File: src/core/cam_pkg.sv
// Constants for the counter array mode and PWM configuration block
package cam_pkg;
    // Register addresses on the special function register bus
    localparam logic [7:0] CAM_ADDR_MODE     = 8'h00_d9;
    localparam logic [7:0] CAM_ADDR_PWM      = 8'h00_df;
    localparam logic [7:0] CAM_ADDR_CCH      = 8'h00_fc;
    localparam logic [7:0] CAM_ADDR_CCL      = 8'h00_fb;
    localparam logic [7:0] CAM_ADDR_CTR_LO   = 8'h00_f9;
    localparam logic [7:0] CAM_ADDR_CTR_HI   = 8'h00_fa;
    localparam logic [7:0] CAM_ADDR_FLAGS    = 8'h00_d8;
    // Mode register fields
    localparam int CAM_MD_IDLE     = 7;
    localparam int CAM_MD_WDE      = 6;
    localparam int CAM_MD_WDL      = 5;
    localparam int CAM_MD_TB_LSB   = 1;
    localparam int CAM_MD_OVIE     = 0;
    localparam logic [7:0] CAM_MD_RESET    = 8'h00_40;
    localparam logic [7:0] CAM_MD_WMASK    = 8'h00_ef;
    // PWM configuration fields
    localparam int CAM_PW_RSEL     = 7;
    localparam int CAM_PW_COVIE    = 6;
    localparam int CAM_PW_CYCLE_OVERFLOW_FLAG     = 5;
    localparam logic [7:0] CAM_PW_RESET    = 8'h00_00;
    // Flags register field
    localparam int CAM_FL_OVF      = 7;
    // Clock dividers
    localparam logic [3:0] CAM_DIV12 = 4'h0_b;
    localparam logic [1:0] CAM_DIV4  = 2'h3;
    // Timebase source codes
    typedef enum logic [2:0] {
        CAM_TB_SYS12 = 3'h0,
        CAM_TB_SYS4  = 3'h1,
        CAM_TB_T0    = 3'h2,
        CAM_TB_EXTIN = 3'h3,
        CAM_TB_SYS   = 3'h4,
        CAM_TB_EXT8  = 3'h5,
        CAM_TB_RTC8  = 3'h6,
        CAM_TB_RSVD  = 3'h7
    } cam_tb_t;
endpackage

File: src/core/cam_sync.sv
// Two-stage synchroniser with edge detector behind it
`timescale 1ns/100ps
`default_nettype none
module cam_sync
    import cam_pkg::*;
(
    // Clock and reset
    input  wire logic i_clock,
    input  wire logic i_rst_n,
    // Asynchronous level in, synchronised level, falling edge and rising edge out
    input  wire logic i_async,
    output logic      o_level,
    output logic      o_fall,
    output logic      o_rise
);
    logic meta_q;    // First stage, read only by stage two
    logic sync_q;    // Second stage
    logic last_q;    // Previous synchronised level
    logic meta_d;
    logic sync_d;
    logic last_d;

    // Next values of the chain
    always_comb
    begin
        meta_d = i_async;
        sync_d = meta_q;
        last_d = sync_q;
    end

    // Register the chain
    always_ff @(posedge i_clock or negedge i_rst_n)
    begin
        if (!i_rst_n)
        begin
            meta_q <= 1'b1;
            sync_q <= 1'b1;
            last_q <= 1'b1;
        end
        else
        begin
            meta_q <= meta_d;
            sync_q <= sync_d;
            last_q <= last_d;
        end
    end

    assign o_level = sync_q;
    assign o_fall  = last_q & ~sync_q;
    assign o_rise  = ~last_q & sync_q;
endmodule
`default_nettype wire

File: src/core/cam_core.sv
// Counter array mode control, timebase, counter, flags and reload routing
// Holds the mode and PWM configuration registers, the timebase prescaler,
// the 16-bit counter and its two overflow flags. All state sits behind a
// reset copy released through two flops, so no register sees a runt release.
`timescale 1ns/100ps
`default_nettype none
module cam_core
    import cam_pkg::*;
(
    // Clock and reset
    input  wire logic       i_clock,
    input  wire logic       i_rst_n,
    // Special function register bus
    input  wire logic [7:0] i_sfr_addr,
    input  wire logic       i_sfr_wr,
    input  wire logic       i_sfr_rd,
    input  wire logic [7:0] i_sfr_wdata,
    output logic      [7:0] o_sfr_rdata,
    // System status and count sources
    input  wire logic       i_cpu_idle,
    input  wire logic       i_timer0_ovf,
    input  wire logic       i_ext_count_in,
    input  wire logic       i_ext_clk_div8,
    input  wire logic       i_rtc_clk_div8,
    // Outputs towards the rest of the array
    output logic            o_irq,
    output logic      [15:0] o_counter,
    output logic            o_count_tick,
    output logic            o_watchdog_enable,
    output logic            o_watchdog_lock,
    output logic      [15:0] o_reload_value,
    output logic      [1:0] o_cycle_length_select
);
    // Reset release
    // Assert is immediate, release waits two edges so every flop leaves
    // reset on the same clock edge
    logic       rst_m_q;     // Reset stage one
    logic       rst_s_q;     // Reset stage two, used by all logic
    always_ff @(posedge i_clock or negedge i_rst_n)
    begin
        if (!i_rst_n)
        begin
            rst_m_q <= 1'b0;
            rst_s_q <= 1'b0;
        end
        else
        begin
            rst_m_q <= 1'b1;
            rst_s_q <= rst_m_q;
        end
    end

    // Synchronised pins
    logic ext_fall;          // Falling edge on external count input
    logic ext8_rise;         // Divided external clock edge
    logic rtc8_rise;         // Divided real-time clock edge
    logic idle_s;            // Idle level, synchronised

    // External count input idles high; its falling edges are counted
    cam_sync u_ext (
        .i_clock (i_clock),
        .i_rst_n (rst_s_q),
        .i_async (i_ext_count_in),
        .o_level (),
        .o_fall  (ext_fall),
        .o_rise  ()
    );
    // Divided external clock; one count per rising edge
    cam_sync u_ext8 (
        .i_clock (i_clock),
        .i_rst_n (rst_s_q),
        .i_async (i_ext_clk_div8),
        .o_level (),
        .o_fall  (),
        .o_rise  (ext8_rise)
    );
    // Divided real-time clock; one count per rising edge
    cam_sync u_rtc8 (
        .i_clock (i_clock),
        .i_rst_n (rst_s_q),
        .i_async (i_rtc_clk_div8),
        .o_level (),
        .o_fall  (),
        .o_rise  (rtc8_rise)
    );
    // Idle level from the core's own power control
    cam_sync u_idle (
        .i_clock (i_clock),
        .i_rst_n (rst_s_q),
        .i_async (i_cpu_idle),
        .o_level (idle_s),
        .o_fall  (),
        .o_rise  ()
    );

    // State registers
    logic [7:0]  mode_q, mode_d;        // Mode control register
    logic [7:0]  pwm_q, pwm_d;          // PWM configuration register
    logic        ovf_q, ovf_d;          // Counter overflow flag
    logic [15:0] ctr_q, ctr_d;          // Main 16-bit counter
    logic [15:0] cc_q, cc_d;            // Capture/compare value
    logic [15:0] ar_q, ar_d;            // Auto-reload value
    logic [3:0]  div_q, div_d;          // System clock prescaler
    logic        tick_q, tick_d;        // Count tick, registered
    logic [7:0]  rdata_q, rdata_d;      // Read data
    logic        irq_q, irq_d;          // Interrupt request

    // Derived controls
    logic        wde;                   // Watchdog enabled
    logic        tick;                  // Counter advance this cycle
    logic        suspend;               // Array halted in idle
    logic        cyc_ovf;               // Selected bit overflow
    logic [16:0] ctr_inc;               // Counter plus one with carry
    logic [11:0] low_inc;               // Low bits plus one
    cam_tb_t     tb_sel;                // Timebase source

    // Timebase choice, idle suspend and cycle overflow detect
    // Reserved timebase code never ticks, so the counter simply stops
    always_comb
    begin
        wde     = mode_q[CAM_MD_WDE];
        tb_sel  = cam_tb_t'(mode_q[CAM_MD_TB_LSB +: 3]);
        suspend = mode_q[CAM_MD_IDLE] & idle_s;
        // Timebase multiplexer
        case (tb_sel)
            CAM_TB_SYS12: tick = (div_q == CAM_DIV12);
            CAM_TB_SYS4:  tick = (div_q[1:0] == CAM_DIV4);
            CAM_TB_T0:    tick = i_timer0_ovf;
            CAM_TB_EXTIN: tick = ext_fall;
            CAM_TB_SYS:   tick = 1'b1;
            CAM_TB_EXT8:  tick = ext8_rise;
            CAM_TB_RTC8:  tick = rtc8_rise;
            default:      tick = 1'b0;                             // Reserved
        endcase
        tick    = tick & ~suspend;
        ctr_inc = {1'b0, ctr_q} + 17'd1;
        low_inc = {1'b0, ctr_q[10:0]} + 12'd1;
        // Cycle overflow on the carry out of the selected length
        case (pwm_q[1:0])
            2'h0:    cyc_ovf = tick & (ctr_q[7:0] == 8'h00_ff);
            2'h1:    cyc_ovf = tick & (ctr_q[8:0] == 9'h1_ff);
            2'h2:    cyc_ovf = tick & (ctr_q[9:0] == 10'h3_ff);
            default: cyc_ovf = tick & low_inc[11];
        endcase
    end

    // Prescaler, counter and flag next values
    // A counter write wins over a tick in the same cycle, but the wrap
    // carry of that tick still sets the overflow flag
    always_comb
    begin
        div_d  = suspend ? div_q : ((div_q == CAM_DIV12) ? 4'h0 : div_q + 4'h1);
        ctr_d  = tick ? ctr_inc[15:0] : ctr_q;
        tick_d = tick;
        ovf_d  = ovf_q;
        // Software write to the flags register may clear or set the flag
        if (i_sfr_wr && i_sfr_addr == CAM_ADDR_FLAGS)
            ovf_d = i_sfr_wdata[CAM_FL_OVF];
        if (i_sfr_wr && i_sfr_addr == CAM_ADDR_CTR_LO)
            ctr_d = {ctr_q[15:8], i_sfr_wdata};
        if (i_sfr_wr && i_sfr_addr == CAM_ADDR_CTR_HI)
            ctr_d = {i_sfr_wdata, ctr_q[7:0]};
        // Hardware set wins over a software clear
        if (tick && ctr_inc[16])
            ovf_d = 1'b1;
    end

    // Register writes and reload routing
    // While the watchdog runs, idle control, timebase and interrupt enable
    // are frozen so software cannot loosen it by accident
    always_comb
    begin
        mode_d = mode_q;
        pwm_d  = pwm_q;
        cc_d   = cc_q;
        ar_d   = ar_q;
        if (i_sfr_wr && i_sfr_addr == CAM_ADDR_MODE)
        begin
            if (wde)
            begin
                // Only the enable and lock bits stay writable
                mode_d[CAM_MD_WDL] = mode_q[CAM_MD_WDL] | i_sfr_wdata[CAM_MD_WDL];
                if (!mode_q[CAM_MD_WDL])
                    mode_d[CAM_MD_WDE] = i_sfr_wdata[CAM_MD_WDE];
                // Lock only sets here; only a reset clears it
            end
            else
            begin
                mode_d = i_sfr_wdata & CAM_MD_WMASK;
            end
            // Setting the lock also turns the watchdog on
            if (i_sfr_wdata[CAM_MD_WDL])
                mode_d[CAM_MD_WDE] = 1'b1;
        end
        if (i_sfr_wr && i_sfr_addr == CAM_ADDR_PWM)
        begin
            pwm_d[CAM_PW_RSEL]  = i_sfr_wdata[CAM_PW_RSEL];
            pwm_d[CAM_PW_COVIE] = i_sfr_wdata[CAM_PW_COVIE];
            pwm_d[CAM_PW_CYCLE_OVERFLOW_FLAG]  = i_sfr_wdata[CAM_PW_CYCLE_OVERFLOW_FLAG];
            pwm_d[1:0]          = i_sfr_wdata[1:0];
        end
        if (cyc_ovf)
            pwm_d[CAM_PW_CYCLE_OVERFLOW_FLAG] = 1'b1;
        // Same addresses reach reload or compare registers
        if (i_sfr_wr && i_sfr_addr == CAM_ADDR_CCL)
        begin
            if (pwm_q[CAM_PW_RSEL])
                ar_d[7:0] = i_sfr_wdata;
            else
                cc_d[7:0] = i_sfr_wdata;
        end
        if (i_sfr_wr && i_sfr_addr == CAM_ADDR_CCH)
        begin
            if (pwm_q[CAM_PW_RSEL])
                ar_d[15:8] = i_sfr_wdata;
            else
                cc_d[15:8] = i_sfr_wdata;
        end
    end

    // Read data and interrupt
    // Read data is registered: a strobe shows its answer one cycle later
    // and the bus reads zero in every other cycle
    always_comb
    begin
        rdata_d = 8'h00_00;
        if (i_sfr_rd)
        begin
            case (i_sfr_addr)
                CAM_ADDR_MODE:   rdata_d = mode_q & CAM_MD_WMASK;
                CAM_ADDR_PWM:    rdata_d = {pwm_q[7:5], 3'h0, pwm_q[1:0]};
                CAM_ADDR_FLAGS:  rdata_d = {ovf_q, 7'h00};
                CAM_ADDR_CTR_LO: rdata_d = ctr_q[7:0];
                CAM_ADDR_CTR_HI: rdata_d = ctr_q[15:8];
                CAM_ADDR_CCL:    rdata_d = pwm_q[CAM_PW_RSEL] ? ar_q[7:0] : cc_q[7:0];
                CAM_ADDR_CCH:    rdata_d = pwm_q[CAM_PW_RSEL] ? ar_q[15:8] : cc_q[15:8];
                default:         rdata_d = 8'h00_00;
            endcase
        end
        // Built from next values so the request lines up with the
        // registered flags in the same cycle
        irq_d = (ovf_d & mode_d[CAM_MD_OVIE])
              | (pwm_d[CAM_PW_CYCLE_OVERFLOW_FLAG] & pwm_d[CAM_PW_COVIE]);
    end

    // Register all state
    // Enable comes back set and lock clear, so the watchdog runs from reset
    always_ff @(posedge i_clock or negedge rst_s_q)
    begin
        if (!rst_s_q)
        begin
            mode_q  <= CAM_MD_RESET;
            pwm_q   <= CAM_PW_RESET;
            ovf_q   <= 1'b0;
            ctr_q   <= 16'h0000;
            cc_q    <= 16'h0000;
            ar_q    <= 16'h0000;
            div_q   <= 4'h0;
            tick_q  <= 1'b0;
            rdata_q <= 8'h00_00;
            irq_q   <= 1'b0;
        end
        else
        begin
            mode_q  <= mode_d;
            pwm_q   <= pwm_d;
            ovf_q   <= ovf_d;
            ctr_q   <= ctr_d;
            cc_q    <= cc_d;
            ar_q    <= ar_d;
            div_q   <= div_d;
            tick_q  <= tick_d;
            rdata_q <= rdata_d;
            irq_q   <= irq_d;
        end
    end

    // Outputs straight from flip-flops
    assign o_sfr_rdata           = rdata_q;
    assign o_irq                 = irq_q;
    assign o_counter             = ctr_q;
    assign o_count_tick          = tick_q;
    assign o_watchdog_enable     = mode_q[CAM_MD_WDE];
    assign o_watchdog_lock       = mode_q[CAM_MD_WDL];
    assign o_reload_value        = ar_q;
    assign o_cycle_length_select = pwm_q[1:0];
endmodule
`default_nettype wire

File: config.mk
export PLATFORM = sky130hd
export DESIGN_NAME = cam_core
export DESIGN_NICKNAME = d
export VERILOG_FILES = /design/src/core/cam_pkg.sv /design/src/core/cam_sync.sv /design/src/core/cam_core.sv
export SDC_FILE = /design/constraint.sdc
export NUM_CORES = 1
export LEC_CHECK = 0
export BUFFER_PORTS_ARGS = -buffer_cell sky130_fd_sc_hd__buf_4
export CAP_MARGIN = 20
export CORE_AREA = 4 4 118 120
export CTS_BUF_LIST = sky130_fd_sc_hd__clkbuf_4 sky130_fd_sc_hd__clkbuf_8
export CTS_CLUSTER_SIZE = 28
export DETAILED_ROUTE_END_ITERATION = 6
export DIE_AREA = 0 0 122 124
export PLACE_DENSITY = 0.59
export SYNTH_ARGS = -nofsm -noshare
export SYNTH_HDL_FRONTEND = slang
export SYNTH_SLANG_ARGS = --single-unit
File: constraint.sdc
create_clock -name i_clock -period 4.5 [get_ports i_clock]
set_input_delay 1.125 -clock i_clock [delete_from_list [all_inputs] [get_ports i_clock]]
set_output_delay 1.125 -clock i_clock [all_outputs]
set_load 0.05 [all_outputs]
==> results.json <==
{
  "status": "finished, final reports clean",
  "grt_util_all_layers": 0.165,
  "grt_pass1_vias": 3408,
  "place.gp.congestion": 0.931,
  "detail-route-antenna-nets": 0,
  "syn_nets": 424,
  "post-cts-setup-buffers": 0,
  "synth-main-ff-cell": "dfrtp_1",
  "drt_iter0_markers": 247,
  "cts_buffers": 9,
  "grt_pass1_wl_um": 19100,
  "synth_top_family_by_area": "simple AND/OR/NAND/NOR gates",
  "coreArea_mm2": 0.0130,
  "netlist_area_mm2": 0.00433,
  "clockBufferDepth": 2,
  "drive_above_1_share": 0.343,
  "async_flop_share": 1.00,
  "fin_total_pwr_uw": 2040,
  "hp-class": "flop to asynchronous set/reset pin",
  "end_kind": "flop",
  "final_nets": 486,
  "drv_slew": 0,
  "vdd_ir_drop_max_v": 0.000150,
  "synth_mux_area_frac": 0.153,
  "regArea_mm2": 0.00222,
  "fp.dieH_um": 124,
  "post_drt_wl_per_cell_um": 18.7,
  "syn_area_per_cell_um2": 10.9,
  "tns_ns": 0,
  "ys_ff_latch": 88,
  "critPathKind": "input port to flop",
  "multi_input_area_mm2": 0.00198,
  "ys_seq_area_frac": 0.512,
  "rows": 42,
  "synth-xor-area-share": 0.0162,
  "min_period_ns": 2.76,
  "io_buffer_count": 70,
  "final-setup-viol-count": 0,
  "relSlewSlack": 0.369,
  "clockRootBuffer": "clkbuf_8",
  "dieWidth_um": 122,
  "antenna_found_initial": 0,
  "clock_sinks": 88,
  "final_cell_mix": "dfrtp_1, buf_4, mux2_2",
  "drcViolationCount": 0,
  "cts_tree": "built",
  "path_clk_slew_ns": 0.10,
  "grt_max_degree": 51,
  "htreeDepth": 3,
  "clock.fmax_mhz": 362,
  "layout-area-overhead-vs-synth_pct": 19.8,
  "drv_cap": 0,
  "yosys.area_share.adder": 0.00867,
  "hpwl_um": 8950,
  "drtPass1Iterations": 5,
  "gr-total-overflow": 0,
  "p_leak_uw": 0.00232,
  "num_vias": 3405,
  "hold_buffers": 0,
  "initial_core_util": 0.334,
  "final_common_cell": "dfrtp_1",
  "die_area_mm2": 0.0151,
  "drt_wl_total_um": 11900,
  "synth_compound_area_frac": 0.122,
  "worst_pin_slew_ns": 0.947,
  "pin_count": 71,
  "p_per_area_mw_per_mm2": 392,
  "synth-simple-area-share": 0.156,
  "finalClockSkew_ns": 0.0187,
  "vias_per_cell": 5.33,
  "synth_edf_count": 0,
  "worstPathRequired_ns": 4.74,
  "synth_cell_type_count": 64,
  "min_period_over_period": 0.614,
  "synth_warnings": 0,
  "cts_resized": 0,
  "insertion_delay_ns": 0.36,
  "rsz0062_at_grt": "no",
  "start_kind": "input port",
  "antenna_cells": 0,
  "cp.arrival_ns": 3.00,
  "final-hold-violation-count": 0,
  "cp_max_fo": 24,
  "syn_inst": 396,
  "fillers": 1310
}
[flip-flops by register name, summed over array words and instances (netlist names), 4 cells and up]
signal and count:
cc_q 16, o_counter 16, o_reload_value 16, o_sfr_rdata 8, mode_q 7, pwm_q 5, div_q 4
[power by group]
group | switching, µW | total, µW | leakage [µW] | internal [µW]
sequential | 128 | 997 | 0.00115 | 868
clock | 279 | 567 | 0.000109 | 287
combinational | 297 | 472 | 0.00106 | 175
total | 705 | 2040 | 0.00232 | 1330
[cells in the mapped netlist, types with 5 or more instances]
cell,count,area share
nor2_1,31,0.027
dfstp_2,12,0.073
a31oi_1,5,0.0072
dfrtp_1,76,0.44
mux2i_1,14,0.032
nor3_1,10,0.012
nand4_1,5,0.0072
xor2_1,7,0.014
clkbuf_1,9,0.0078
nand3_1,15,0.017
inv_1,9,0.0078
o22ai_1,8,0.012
a21oi_1,28,0.032
nand2_1,24,0.021
mux2_2,45,0.12
o21ai_0,11,0.013
and3_1,6,0.0087
[stage by stage]
stage / hold WS [ns] / instance area, µm² / instances / utilization / setup WS, ns
5_1_grt: 0.342 / 5190 / 639 / 0.400 / 1.60
2_1_floorplan: 0.331 / 4330 / 396 / - / 1.83
6_report: 0.292 / 5190 / 639 / 0.400 / 1.74
3_3_place_gp: 0.303 / 4990 / 623 / 0.384 / 1.41
4_1_cts: 0.313 / 5190 / 639 / 0.400 / 1.76
3_5_place_dp: 0.304 / 4990 / 623 / 0.384 / 1.37
[layer usage]
metal,global-route usage,vias to the layer above,share of wire
met2,0.258,120,0.48
met5,0,-,0
met3,0.0322,10,0.057
met1,0.232,1711,0.46
li1,-,1564,-
met4,0.0469,0,0.011
[worst max-delay path, cell delays in order]
cell and delay [ns]:
buf_4 0.14, nand4_1 0.22, or4_1 0.90, nor3b_1 0.28, nand3_1 0.09, xor2_1 0.15, a21oi_1 0.09
[cell type report]
class	count	area share
Tap cell	176	0.0424
Clock buffer	12	0.0294
Inverter	9	0.00651
Clock inverter	4	0.00988
Timing Repair Buffer	71	0.103
Sequential cell	88	0.428
Multi-Input combinational cell	279	0.381
[cell families (layout without fill, tap and decap cells)]
| kind of cell | Yosys count | after routing |
|---|---|---|
| and+or+nand+nor | 125 | 125 |
| DFF | 88 | 88 |
| AOI/OAI and AO/OA | 82 | 82 |
| muxes | 60 | 60 |
| buffers and inverters | 29 | 96 |
| xor gates and xnor gates | 8 | 8 |
| adders and majority gates | 3 | 3 |
| other | 1 | 1 |
[path summary, 6_finish.rpt]
kind	startpoint	end	slack, ns	depth (start not counted)
worst min-delay path	rst_s_q	o_reload_value[12]	0.29	0
worst min register to register	rst_s_q	o_reload_value[12]	0.29	0
max in group asynchronous	rst_s_q	pwm_q[0]	3.20	1
worst max register to register	div_q[0]	o_counter[6]	2.18	7
min in group i_clock	u_ext8.o_level	u_ext8.last_q	0.36	0
worst max-delay path	i_sfr_addr[5]	o_counter[5]	1.74	7
Note: power is estimated with default switching activity, not from simulation.
